==> config.mk <==
export PLATFORM = sky130hd
export DESIGN_NAME = amlr_alert_mask
export DESIGN_NICKNAME = d
export VERILOG_FILES = /design/src/logic/amlr_pkg.sv /design/src/logic/amlr_lsb_hold.sv /design/src/logic/amlr_alert_mask.sv
export SDC_FILE = /design/constraint.sdc
export NUM_CORES = 1
export LEC_CHECK = 0
export ABC_AREA = 1
export BUFFER_PORTS_ARGS = -buffer_cell sky130_fd_sc_hd__buf_2
export CAP_MARGIN = 10
export CORE_ASPECT_RATIO = 0.6
export CORE_MARGIN = 10
export CORE_UTILIZATION = 47
export DETAILED_ROUTE_END_ITERATION = 10
export PLACE_DENSITY = 0.87
export SLEW_MARGIN = 20
export SYNTH_ARGS = -nofsm -noshare
export SYNTH_HDL_FRONTEND = slang
export SYNTH_SLANG_ARGS = --single-unit
==> constraint.sdc <==
create_clock -name clock_i -period 1.2 [get_ports clock_i]
set_input_delay 0.24 -clock clock_i [delete_from_list [all_inputs] [get_ports clock_i]]
set_output_delay 0.24 -clock clock_i [all_outputs]
set_load 0.02 [all_outputs]
==> src/logic/amlr_pkg.sv <==
// Constants and types for the alert mask and low-bit readout block
// Operation
// - Mask bit 0 blocks low rail alerts
// - Bits 1-3 block core, 3.3V, 5V alerts
// - Bits 4-6 block temperature channel alerts
// - Bit 7 gates second group when fully masked
// - Second bit 0 masks 12V or ID change
// - Second bit 1 read-only, masks overheat pin
// - Second bits 2-4 mask fan failures
// - Second bit 5 masks shared pin event
// - Second bits 6-7 mask diode faults
// - Low-bit register holds four 2-bit fields
// - Low-bit read freezes results until read
// - All three registers reset to zero
package amlr_pkg;
   // Register offsets
   localparam logic [7:0] AMLR_MASK1_ADDR = 8'h74;
   localparam logic [7:0] AMLR_MASK2_ADDR = 8'h75;
   localparam logic [7:0] AMLR_LOWB_ADDR = 8'h76;
   // Upper-byte result registers, one per voltage channel
   localparam logic [7:0] AMLR_MSB_ADDR0 = 8'h20;
   // Reset value and the fully masked value
   localparam logic [7:0] AMLR_REG_RST = 8'h00;
   localparam logic [7:0] AMLR_ALL_ONES = 8'hFF;
   // Field positions
   localparam int AMLR_GATE_BIT = 7;
   localparam int AMLR_OVERHEAT_BIT = 1;
   localparam int AMLR_IDV_BIT = 0;
   localparam int AMLR_SHARED_BIT = 5;
   // Channel count and reading width
   localparam int AMLR_NCH = 4;
   localparam int AMLR_RES = 10;
   // Function of the multiplexed speed-sense pin
   typedef enum logic [1:0] {
      AMLR_P14_SPEED = 2'b00,
      AMLR_P14_OVERHEAT = 2'b01,
      AMLR_P14_ALERT = 2'b10,
      AMLR_P14_GPIO = 2'b11
   } amlr_pin14_t;
endpackage : amlr_pkg

==> src/logic/amlr_lsb_hold.sv <==
// Per-channel result holding with freeze-until-read
`timescale 1ns/1ps
module amlr_lsb_hold
   import amlr_pkg::*;
(
   input wire logic clock_i,
   input wire logic rst_n_i,
   input wire logic adc_update_i,
   input wire logic [AMLR_NCH*AMLR_RES-1:0] adc_data_i,
   input wire logic freeze_req_i,
   input wire logic [AMLR_NCH-1:0] msb_read_i,
   output logic [AMLR_NCH*AMLR_RES-1:0] held_o,
   output logic frozen_o
);
   // One freeze flag per channel
   logic [AMLR_NCH-1:0] pend_r;
   logic [AMLR_NCH-1:0] pend_nxt;
   logic [AMLR_NCH*AMLR_RES-1:0] held_r;
   logic [AMLR_NCH*AMLR_RES-1:0] held_nxt;

   genvar g;
   generate
      for (g = 0; g < AMLR_NCH; g++) begin : g_ch
         // Next values: a freeze request beats a pending upper-byte read,
         // so a read of both in one cycle still leaves the pair coherent
         always_comb begin
            pend_nxt[g] = pend_r[g];
            held_nxt[g*AMLR_RES +: AMLR_RES] =
               held_r[g*AMLR_RES +: AMLR_RES];
            if (freeze_req_i) begin
               pend_nxt[g] = 1'b1;
            end else if (msb_read_i[g]) begin
               pend_nxt[g] = 1'b0;
            end
            // Fresh result only lands while the channel is live
            if (adc_update_i && !pend_r[g]) begin
               held_nxt[g*AMLR_RES +: AMLR_RES] =
                  adc_data_i[g*AMLR_RES +: AMLR_RES];
            end
         end

         a_hold_frozen: assert property (@(posedge clock_i)
            disable iff (!rst_n_i)
            pend_r[g] |=> $stable(held_r[g*AMLR_RES +: AMLR_RES]))
            else $error("frozen result changed");
      end
   endgenerate

   // Registers only; cleared so reads start at zero
   always_ff @(posedge clock_i or negedge rst_n_i) begin
      if (!rst_n_i) begin
         pend_r <= '0;
         held_r <= '0;
      end else begin
         pend_r <= pend_nxt;
         held_r <= held_nxt;
      end
   end

   assign held_o = held_r;
   assign frozen_o = |pend_r;
endmodule : amlr_lsb_hold

==> src/logic/amlr_alert_mask.sv <==
// Alert masking, alert output and low-bit readout registers
`timescale 1ns/1ps
module amlr_alert_mask
   import amlr_pkg::*;
(
   input wire logic clock_i,
   input wire logic rst_n_i,
   // Register port
   input wire logic [7:0] reg_addr_i,
   input wire logic reg_wr_i,
   input wire logic reg_rd_i,
   input wire logic [7:0] reg_wdata_i,
   output logic [7:0] reg_rdata_o,
   // Latched first-group status: bit 0 low rail, 1 core, 2 3.3V,
   // 3 5V, 4 remote one, 5 on-chip, 6 remote two
   input wire logic [6:0] status1_i,
   // Latched second-group events
   input wire logic twelve_volt_limit_i,
   input wire logic id_change_i,
   input wire logic overheat_pin_event_i,
   input wire logic [2:0] fan_fail_i,
   input wire logic fourth_fan_fail_i,
   input wire logic timer_limit_i,
   input wire logic gpio_assert_i,
   input wire logic [1:0] diode_fault_i,
   // Pin configuration
   input wire logic pin21_is_id_i,
   input wire logic [1:0] pin14_func_i,
   // Source of the read-only overheat mask bit
   input wire logic overheat_event_mask_i,
   // Conversion results
   input wire logic adc_update_i,
   input wire logic [AMLR_NCH*AMLR_RES-1:0] adc_data_i,
   output logic frozen_o,
   output logic alert_n_o
);
   // Software-visible registers
   logic [7:0] mask1_r;
   logic [7:0] mask1_nxt;
   logic [7:0] mask2_r;
   logic [7:0] mask2_nxt;
   logic [7:0] rdata_r;
   logic [7:0] rdata_nxt;
   logic alert_n_r;
   logic alert_n_nxt;
   // Second-group events after pin function selection
   logic [7:0] status2;
   logic [AMLR_NCH*AMLR_RES-1:0] held;
   logic [7:0] low_bits;
   logic [AMLR_NCH-1:0] msb_read;
   logic low_read;
   amlr_pin14_t p14;

   // True when addr hits upper-byte register of channel ch
   function automatic logic msb_hit(input logic [7:0] addr, input int ch);
      msb_hit = (addr == AMLR_MSB_ADDR0 + 8'(ch));
   endfunction : msb_hit

   assign p14 = amlr_pin14_t'(pin14_func_i);

   // Map shared-pin events to the bit that masks them
   always_comb begin
      status2 = AMLR_REG_RST;
      // 12 V limit or ID change by pin 21 function
      status2[AMLR_IDV_BIT] = pin21_is_id_i ? id_change_i
                                            : twelve_volt_limit_i;
      status2[AMLR_OVERHEAT_BIT] = overheat_pin_event_i;
      status2[4:2] = fan_fail_i;
      case (p14)
         AMLR_P14_SPEED: begin
            status2[AMLR_SHARED_BIT] = fourth_fan_fail_i;
         end
         AMLR_P14_OVERHEAT: begin
            status2[AMLR_SHARED_BIT] = timer_limit_i;
         end
         AMLR_P14_GPIO: begin
            status2[AMLR_SHARED_BIT] = gpio_assert_i;
         end
         // Alert-output function raises no event of its own
         default: begin
            status2[AMLR_SHARED_BIT] = 1'b0;
         end
      endcase
      status2[7:6] = diode_fault_i;
   end

   // Read strobes that drive the freeze logic
   always_comb begin
      low_read = reg_rd_i && (reg_addr_i == AMLR_LOWB_ADDR);
      for (int i = 0; i < AMLR_NCH; i++) begin
         msb_read[i] = reg_rd_i && msb_hit(reg_addr_i, i);
      end
   end

   amlr_lsb_hold u_hold (
      .clock_i(clock_i),
      .rst_n_i(rst_n_i),
      .adc_update_i(adc_update_i),
      .adc_data_i(adc_data_i),
      .freeze_req_i(low_read),
      .msb_read_i(msb_read),
      .held_o(held),
      .frozen_o(frozen_o)
   );

   // Gather the two low bits of each held reading
   always_comb begin
      for (int i = 0; i < AMLR_NCH; i++) begin
         low_bits[2*i +: 2] = held[i*AMLR_RES +: 2];
      end
   end

   // Next mask values; writes to the read-only low-bit register vanish
   always_comb begin
      mask1_nxt = mask1_r;
      mask2_nxt = mask2_r;
      if (reg_wr_i && reg_addr_i == AMLR_MASK1_ADDR) begin
         mask1_nxt = reg_wdata_i;
      end
      if (reg_wr_i && reg_addr_i == AMLR_MASK2_ADDR) begin
         mask2_nxt = reg_wdata_i;
      end
      // Overheat mask bit ignores writes and follows its source
      mask2_nxt[AMLR_OVERHEAT_BIT] = overheat_event_mask_i;
   end

   // Read data, captured the cycle after the strobe
   always_comb begin
      rdata_nxt = rdata_r;
      if (reg_rd_i) begin
         rdata_nxt = AMLR_REG_RST; // Unmapped reads return zero
         if (reg_addr_i == AMLR_MASK1_ADDR) begin
            rdata_nxt = mask1_r;
         end else if (reg_addr_i == AMLR_MASK2_ADDR) begin
            rdata_nxt = mask2_r;
         end else if (low_read) begin
            rdata_nxt = low_bits;
         end else begin
            for (int i = 0; i < AMLR_NCH; i++) begin
               if (msb_hit(reg_addr_i, i)) begin
                  rdata_nxt = held[i*AMLR_RES+2 +: 8];
               end
            end
         end
      end
   end

   // Alert: any unmasked source pulls low; a fully masked second
   // group still alerts unless the gate bit is also set
   always_comb begin
      alert_n_nxt = 1'b1;
      if (|(status1_i & ~mask1_r[6:0])) begin
         alert_n_nxt = 1'b0;
      end
      if (|(status2 & ~mask2_r)) begin
         alert_n_nxt = 1'b0;
      end
      if (mask2_r == AMLR_ALL_ONES && |status2 &&
          !mask1_r[AMLR_GATE_BIT]) begin
         alert_n_nxt = 1'b0;
      end
   end

   // State registers; everything clears so no source starts masked
   always_ff @(posedge clock_i or negedge rst_n_i) begin
      if (!rst_n_i) begin
         mask1_r <= AMLR_REG_RST;
         mask2_r <= AMLR_REG_RST;
         rdata_r <= AMLR_REG_RST;
         alert_n_r <= 1'b1;
      end else begin
         mask1_r <= mask1_nxt;
         mask2_r <= mask2_nxt;
         rdata_r <= rdata_nxt;
         alert_n_r <= alert_n_nxt;
      end
   end

   assign reg_rdata_o = rdata_r;
   assign alert_n_o = alert_n_r;

   a_mask_write: assert property (@(posedge clock_i)
      disable iff (!rst_n_i)
      reg_wr_i && reg_addr_i == AMLR_MASK1_ADDR
      |=> mask1_r == $past(reg_wdata_i))
      else $error("mask write lost");
   a_overheat_readonly: assert property (@(posedge clock_i)
      disable iff (!rst_n_i)
      reg_wr_i && reg_addr_i == AMLR_MASK2_ADDR && !overheat_event_mask_i
      |=> !mask2_r[AMLR_OVERHEAT_BIT])
      else $error("overheat mask bit took a write");
   a_core_alert: assert property (@(posedge clock_i)
      disable iff (!rst_n_i)
      status1_i[1] && !mask1_r[1] |=> !alert_n_o)
      else $error("core alert missing");
   a_temp_masked: assert property (@(posedge clock_i)
      disable iff (!rst_n_i)
      status1_i == 7'h10 && mask1_r[4] && status2 == 8'h00 |=> alert_n_o)
      else $error("masked temperature alerted");
   a_gate_block: assert property (@(posedge clock_i)
      disable iff (!rst_n_i)
      mask2_r == AMLR_ALL_ONES && mask1_r[AMLR_GATE_BIT] &&
      (status1_i & ~mask1_r[6:0]) == 7'h00 |=> alert_n_o)
      else $error("gated second group alerted");
   a_gate_pass: assert property (@(posedge clock_i)
      disable iff (!rst_n_i)
      mask2_r == AMLR_ALL_ONES && !mask1_r[AMLR_GATE_BIT] && |status2
      |=> !alert_n_o)
      else $error("ungated second group silent");
   a_id_alert: assert property (@(posedge clock_i)
      disable iff (!rst_n_i)
      pin21_is_id_i && id_change_i && !mask2_r[AMLR_IDV_BIT] |=> !alert_n_o)
      else $error("id change alert missing");
   a_fan_masked: assert property (@(posedge clock_i)
      disable iff (!rst_n_i)
      status2 == 8'h04 && mask2_r[2] && mask2_r != AMLR_ALL_ONES &&
      status1_i == 7'h00 |=> alert_n_o)
      else $error("masked fan alerted");
   a_gpio_alert: assert property (@(posedge clock_i)
      disable iff (!rst_n_i)
      p14 == AMLR_P14_GPIO && gpio_assert_i && !mask2_r[AMLR_SHARED_BIT]
      |=> !alert_n_o)
      else $error("gpio alert missing");
   a_diode_alert: assert property (@(posedge clock_i)
      disable iff (!rst_n_i)
      diode_fault_i[1] && !mask2_r[7] |=> !alert_n_o)
      else $error("diode alert missing");
   a_low_readback: assert property (@(posedge clock_i)
      disable iff (!rst_n_i)
      low_read |=> reg_rdata_o == $past(low_bits) ##1 frozen_o)
      else $error("low-bit readback or freeze wrong");
   a_quiet_high: assert property (@(posedge clock_i)
      disable iff (!rst_n_i)
      status1_i == 7'h00 && status2 == 8'h00 |=> alert_n_o)
      else $error("alert without source");
endmodule : amlr_alert_mask

Yosys cells after proc, flatten, opt, wreduce, memory -nomap -nowiden
Index checks and enable logic that the tools add are counted.
W data, S select, Z words.
{ "word_totals": {"mem_bits_rw": 0, "output_inout_bits": 10, "register_bits": 69, "latchBits": 0, "memories": 0, "rom_bits": 0} }
{ "op_classes": {"n_bitwise": 4, "order_cmp": 0, "n_addsub": 0, "div": 0, "shifts": 0, "eq_ne": 10, "mul": 0, "reduce_logical": 27, "muxes": 20} }
{ "op_table": {"columns": ["operator", "count"], "rows": [
  ["$mux W8", 7],
  ["$eq A8 B6 Y1 const B", 4],
  ["$eq A8 B7 Y1 const B", 3],
  ["$reduce_or A8 Y1", 2],
  ["$logic_and A1 B1 Y1", 13],
  ["$mux W1", 12],
  ["$and A8 B8 Y8", 1],
  ["$eq A8 B8 Y1 const B", 1],
  ["$not A8 Y8", 1],
  ["$reduce_bool A2 Y1", 4],
  ["$and A7 B7 Y7", 1],
  ["$not A7 Y7", 1],
  ["$reduce_or A7 Y1", 1],
  ["$logic_not A1 Y1", 5],
  ["$reduce_or A4 Y1", 1],
  ["$pmux W1 S3", 1],
  ["$eq A2 B1 Y1 const B", 1],
  ["$eq A2 B2 Y1 const B", 1],
  ["$logic_not A2 Y1", 1]
]} }

Depth between registers and ports, before layout
Gate-level depths: netlist (run 1).
{ "depth": {"depth_word": 8, "mapped_depth": 10, "mapped_depth_nobuf": 9} }

Modules after synthesis
Synthesis (run 1) repeated with hierarchy kept, for this count alone.
{ "unflattened": {"cells_unflattened": 477, "hier_area_um2": 3699.8} }
{ "by_module_without_submodules": {"columns": ["mod", "cells_each", "area_per_inst_um2", "instances"], "rows": [
  ["amlr_alert_mask", 289, 1869.3, 1],
  ["amlr_lsb_hold", 188, 1830.5, 1]
]} }

Least setup slack after synthesis (run 1)
No wires, ideal clock.
{ "synth_path": {"path_type": "input to register", "startpoint": "input reg_addr_i[1]", "endpoint": "register mask2_r[6]", "path_buffers": 1, "cell_stages": 7, "arrival_ns": 1.082, "setup_slack_ns": 0.000, "cell_sequence": "inv_1 > nand2_2 > nor3_4 > nand2_2 > buf_6 > nand2_1 > o21ai_2"} }
{ "synth_between": {"elab_chain_len": 2} }
{ "synth_rtl": {"columns": ["item", "line_no", "source"], "rows": [
  ["from (decl)", "amlr_alert_mask.sv:9", "input wire logic [7:0] reg_addr_i,"],
  ["$eq A8 B7 Y1", "amlr_alert_mask.sv:120", "if (reg_wr_i && reg_addr_i == AMLR_MASK2_ADDR) begin"],
  ["$logic_and A1 B1 Y1", "amlr_alert_mask.sv:120", null],
  ["to (signal assigned)", "amlr_alert_mask.sv:173", "mask2_r <= mask2_nxt;"],
  ["to (decl)", "amlr_alert_mask.sv:40", "logic [7:0] mask2_r;"]
]} }
No other way between the ends.
A chain may end at the register's enable or synchronous reset.

Worst setup path after layout (run 1)
{ "layout_path": {"startpoint": "register u_hold.pend_r[2]", "endpoint": "output frozen_o"} }
{ "layout_between": {"elab_chain_len": 1} }
{ "layout_rtl": {"columns": ["item", "line_no", "source"], "rows": [
  ["from (decl)", "amlr_lsb_hold.sv:16", "logic [AMLR_NCH-1:0] pend_r;"],
  ["from (signal assigned)", "amlr_lsb_hold.sv:55", "pend_r <= pend_nxt;"],
  ["$reduce_or A4 Y1", "amlr_lsb_hold.sv:61", "assign frozen_o = |pend_r;"],
  ["to (decl)", "amlr_alert_mask.sv:34", "output logic frozen_o,"]
]} }
No other way between the ends.

==> out/results.ini, run 1 <==
[clock_tree]
cts_root_buf = clkbuf_16
ctsHtreeMaxLevel = 3
clock_latency_ps = 330
cts_sinks = 69
cts_tree = built
cts_buffers = 9
clkTransAtPathRegs_ps = 60
clockBufferDepth = 2

[drt]
routed_wl_mm = 11.7
postRouteAntennaNets = 0
vias = 3275
drtIter0Drc = 454
drcViolationCount = 0
vias_per_cell = 5.45
firstDrtPassIters = 5
wire_per_inst_um = 19.5

[global_route]
use_met3_pct = 7.39
antenna_found_initial = 0
gr-usage-all-layers_pct = 19.1
met1_usage_pct = 24.4
first_global_vias = 3297
grt_pass1_wl_mm = 16.7
overflow = 0
globalRouteMet2Util_pct = 29.2
grt_max_degree = 27
busiest_layer = met2

[sta]
layout_setup_ws_ps = -324
grt_setup_unrepaired = yes
worst_slew_pin_slew_ps = 443
hold_slack_ps = 18.0
final-hold-violation-count = 0
fmax_mhz = 656
setup_viol = 12
finalMaxSlewViolations = 0
fin_skew_ps = 7.68
period_share_pct = 127
slew_headroom_pct = 70.4
timing.final.crit_period_ps = 1520

[worst_setup_path]
critPathTopFamily = buffers and inverters
crit_type = reg2out
setup.worst_path.start_class = flip-flop
slowest_stage = dfrtp_1
critical_path_buf_inv_count = 3
slowest_delay_ps = 380
cp.required_ps = 960
cp.arrival_ps = 1280
crit_chain = inv_2, buf_6, nand4_1, buf_4
critical_path.max_fanout = 2
crit_path_end_kind = primary output

[floorplan]
die-width_um = 130
rows = 24
dieArea_um2 = 11200
chipHeight_um = 86.2
core_um2 = 7180
pin_count = 93
initial_utilization_pct = 47.8

[synthesis]
synth_top_area_share_pct = 49.6
yosysTopAreaCell = dfrtp_1
avgSynthCellArea_um2 = 9.10
yosysSeqAreaShare_pct = 50.4
yosysWarnings = 0
synth_fp_nets = 460
syn_area_um2 = 3430
synth-seq-cells = 69
yosysUniqueCellTypes = 34
syn_inst = 377
yosys-top-cells-area = dfrtp_1 (50%), mux2_2 (11%), nand2_1 (9.5%)

[power]
power.switching_w = 0.00169
internal_power_w = 0.00527
power.switching_fraction_pct = 24.3
cellPowerDensity_nw_per_um2 = 1440
ir_drop_mv = 0.769
p_comb_share_pct = 13.9
cellLeakagePower_nw = 2.55
pwr-share-seq_pct = 42.3
p_clk_share_pct = 43.8

[cells_and_area]
final_cells = 601
nets = 588
final_cell_mix = buf_2 (88), nand2_1 (79), dfrtp_1 (67)
drive_gt1_share_pct = 45.5
diodes = 0
final_common_cell = buf_2
final_cell_area_um2 = 4830
area_delta_synth_final_pct = 40.8

[outcome]
status = complete, but fails checks
violations = negative setup slack

[place]
port_buffers = 92
place.gp.congestion = 0.948
dp_slack_ps = -329
dp_cells = 579
dpl.hpwl_mm = 8.52
place_area_um2 = 4210

[min_path]
hold_class = in2reg

[flow_run]
max_cap_violations = 0

-- power groups by stage --
stage | Clock (W) | Combinational (W) | Sequential [W]
finish | 0.00305 | 0.000964 | 0.00294
floorplan | 0 | 0.000497 | 0.00286
global route | 0.00315 | 0.00105 | 0.00297
CTS | 0.00306 | 0.000905 | 0.00291
global placement | 0 | 0.000835 | 0.00293
detailed placement | 0 | 0.000890 | 0.00295
-- cell families after synthesis --
logic type,count (synthesis),share of synthesized area (%)
AND/OR/NAND/NOR,172,23.1
flip-flops,69,50.4
buffers and inverters,57,7.11
multiplexers,33,10.8
AO/OA/AOI/OAI,46,8.65
-- worst reg2reg max path, stage by stage, from the launching register on --
cell and delay [ps]:
dfrtp_1 380, inv_2 70, nand2_1 240, buf_4 270, nor2_1 100, a21oi_1 50
-- what timing repair did --
action | in CTS | in global routing
hold buffers | 1 | 0
pin swaps | 1 | 25
hold endpoints to repair | 9 | 0
setup buffers | 0 | 2
setup endpoints to repair | 9 | 29
gates cloned | 0 | 3
resized for setup | 7 | 45
-- registers in the layout (all words and copies together), names as in the netlist --
register,cells
u_hold.held_o,40
u_hold.pend_r,4
mask2_r,8
mask1_r,8
alert_n_o,1
reg_rdata_o,8
-- final cells by class --
type	count	area [um2]
fill	516	2350
sequential	69	1730
multi-input combinational	251	1610
timing repair buffer	126	853
clock buffer	12	246
inverter	48	180
tap	91	114
clock inverter	4	95.1
-- worst paths after layout --
check | start | to | slack [ps] | cells past startpoint
min in group asynchronous | rst_n_i | u_hold.held_o[23] | 380 | 2
setup / recovery | u_hold.pend_r[2] | frozen_o | -320 | 4
setup reg to reg | u_hold.pend_r[2] | u_hold.held_o[28] | -30 | 5
hold / removal | overheat_event_mask_i | mask2_r[1] | 20 | 1
hold reg to reg | reg_rdata_o[5] | reg_rdata_o[5] | 480 | 2
max in group asynchronous | rst_n_i | reg_rdata_o[1] | 260 | 3
-- metal layers --
metal / part of all wire, % / vias to the layer above
met4: 2.7 / 0
met2: 45 / 218
met5: 0 / -
met1: 39 / 1524
met3: 13 / 38
li1: - / 1495
-- cell usage after synthesis --
cell and number:
o21bai_1 6, o22ai_1 4, nor4_1 1, a21o_2 1, nand2_1 87, dfstp_2 1
nand3b_1 1, o21ai_1 8, o32ai_1 1, nand3_1 29, nor2_1 32, a21oi_1 8
nor2_2 3, buf_4 1, nor3_1 3, mux2_2 32, buf_6 3, buf_2 3
dfrtp_1 68, nand4_1 7, inv_2 3, nor2_4 2, a221oi_1 1, o21ai_0 7
clkbuf_1 2, o211ai_1 2, nand2_2 3, nand4_4 1, nor3_4 2, mux2i_1 1
inv_1 45, o21ai_2 7, o221ai_1 1, nand4_2 1
-- stage by stage --
stage	total power [W]	util, %	TNS, ps
global route	0.00717	67.3	-997
CTS	0.00688	63.9	-376
finish	0.00696	67.3	-477
floorplan	0.00336	-	0
global placement	0.00376	58.7	-6370
detailed placement	0.00384	58.7	-6720
(Power assumes the default switching activity.)
==> run 2: changes to the inputs <==
PLACE_DENSITY = 0.72   (was 0.87)
SETUP_SLACK_MARGIN = 0.05   (was default)
==> out/results.ini, run 2 (same netlist as run 1, synthesis figures left out) <==
[outcome]
status = complete, but fails checks
violations = negative hold slack, negative setup slack

[cells_and_area]
area_delta_synth_final_pct = 48.9
drive_gt1_share_pct = 48.6  ; +3.1 points
diodes = 0  ; unchanged
nFillCells = 490  ; -5.0%
largest_register_ff_count = 40  ; unchanged
multiInputGateArea_um2 = 1650  ; +2.6%
final_cells = 616  ; +2.5%
finalCoreUtilization_pct = 71.1  ; +3.9 points
final_common_cell = buf_2
final_cell_mix = buf_2 (81), nand2_1 (74), dfrtp_1 (68)
ff_latch_area_um2 = 1730  ; about the same
nets = 603  ; +2.6%

[drt]
routed_wl_mm = 12.1  ; +3.8%
vias = 3384  ; +3.3%
postRouteAntennaNets = 0  ; unchanged
drtIter0Drc = 507  ; +12%
vias_per_cell = 5.49  ; +0.81%
drcViolationCount = 0  ; unchanged
firstDrtPassIters = 5  ; unchanged
wire_per_inst_um = 19.7  ; +1.3%

[global_route]
use_met3_pct = 8.13  ; +0.74 points
overflow = 0  ; unchanged
busiest_layer = met2
grt_max_degree = 40  ; +48%
met1_usage_pct = 24.5  ; +0.13 points
globalRouteMet2Util_pct = 27.8  ; -1.3 points
grt_pass1_wl_mm = 16.4  ; -1.6%
gr-usage-all-layers_pct = 19.0  ; -0.14 points
antenna_found_initial = 0  ; unchanged
first_global_vias = 3236  ; -1.9%

[worst_setup_path]
critical_path.max_fanout = 2  ; unchanged
r2r_slack_ps = -30  ; about the same
ff2ff_path_depth = 6  ; +1
cp.arrival_ps = 1240  ; -40 ps
r2r-start = u_hold.held_o[14]
crit_type = reg2out
startpoint = u_hold.pend_r[3]
crit_path_end_kind = primary output
crit_end = frozen_o
r2r_end = reg_rdata_o[2]
setup.worst_path.start_class = flip-flop
cp.required_ps = 960  ; about the same

[place]
port_buffers = 92  ; unchanged
dp_slack_ps = -347  ; -17.3 ps
dp_cells = 581  ; +0.35%
dpl.hpwl_mm = 7.83  ; -8.0%
place.gp.congestion = 0.896  ; -5.5%

[sta]
fin_skew_ps = 6.51  ; -1.18 ps
timing.final.crit_period_ps = 1480  ; -45.5 ps
layout_setup_ws_ps = -278  ; +45.5 ps
hold_slack_ps = -0.0785  ; -18.0 ps
setup_viol = 3  ; -9
slew_headroom_pct = 75.6  ; +5.1 points
worst_slew_pin_slew_ps = 366  ; -77.7 ps
final-hold-violation-count = 1  ; +1
grt_setup_unrepaired = yes
period_share_pct = 123  ; -3.8 points
finalMaxSlewViolations = 0  ; unchanged
fmax_mhz = 676  ; +3.1%

[floorplan]
core_um2 = 7180  ; unchanged
chipHeight_um = 86.2  ; unchanged
dieArea_um2 = 11200  ; unchanged
pin_count = 93  ; unchanged
die-width_um = 130  ; unchanged
initial_utilization_pct = 47.8  ; unchanged
rows = 24  ; unchanged

[clock_tree]
cts_sinks = 69  ; unchanged
clockBufferDepth = 2  ; unchanged
clkTransAtPathRegs_ps = 60  ; about the same
cts_tree = built
clock_latency_ps = 340  ; about the same
cts_root_buf = clkbuf_16
ctsHtreeMaxLevel = 3  ; unchanged
cts_buffers = 9  ; unchanged

[power]
cellPowerDensity_nw_per_um2 = 1420  ; -1.1%
cellLeakagePower_nw = 2.69  ; +5.4%
ir_drop_mv = 0.731  ; -5.0%
power.total_w = 0.00727  ; +4.5%

[min_path]
hold_class = in2reg

[flow_run]
max_cap_violations = 0  ; unchanged

-- run 2: cell types whose count changed in the layout (fill, tap and decap cells not counted), sizes merged --
cell	change
buf	+12
bufinv	+1
clkinv	+1
nor2	+1
-- run 2: area by class of cell --
type	count	share of cell area (%)
well taps	91	2.23
clock inverters	6	2.62
repair buffers	140	20.3
clock buffers	10	4.68
multi-input cells	252	32.4
flip-flops and latches	69	33.8
inverters	48	3.92
-- run 2: routing by layer --
metal,routed length (um),up-vias
li1,-,1535
met1,4850,1615
met2,5530,188
met3,1410,46
met4,350,0
met5,0,-
-- run 2: where the power goes --
| part | switching [W] | internal, W |
|---|---|---|
| Sequential | 0.000249 | 0.00270 |
| Clock | 0.00102 | 0.00230 |
| Combinational | 0.000486 | 0.000523 |
| Total | 0.00176 | 0.00552 |
-- run 2: worst min-delay path by stage --
stage                          start           endpoint  slack, ps  cells past startpoint
6_report       overheat_event_mask_i         mask2_r[1]      -0.08                      1
5_1_grt        overheat_event_mask_i         mask2_r[1]          2                      1
4_1_cts        overheat_event_mask_i         mask2_r[1]          4                      1
3_5_place_dp                 rst_n_i  u_hold.held_o[10]        110                      1
3_3_place_gp                 rst_n_i  u_hold.held_o[10]        110                      1
2_1_floorplan                rst_n_i         mask1_r[0]        -60                      0
-- run 2: per-stage QoR --
| step | hold slack [ps] | cell area (um2) | TNS (ps) |
|---|---|---|---|
| finish | -0.0785 | 5110 | -325 |
| global route | 2.06 | 5110 | -623 |
| CTS | 3.72 | 4700 | -249 |
| floorplan | -55.6 | 3460 | 0 |
| global placement | 111 | 4270 | -6480 |
| detailed placement | 111 | 4270 | -7700 |
-- run 2: timing repair --
item,in CTS,in global routing
hold endpoints to repair,6,0
pin swaps,5,37
buffers inserted,1,14
resized for setup,14,58
hold buffers,1,0
gates cloned,0,5
setup endpoints to repair,36,53
-- run 2: worst max-delay path, stage by stage, from the launching register on --
cell and delay (ps):
dfrtp_1 410, inv_2 80, buf_6 80, nand4_1 150, buf_6 180
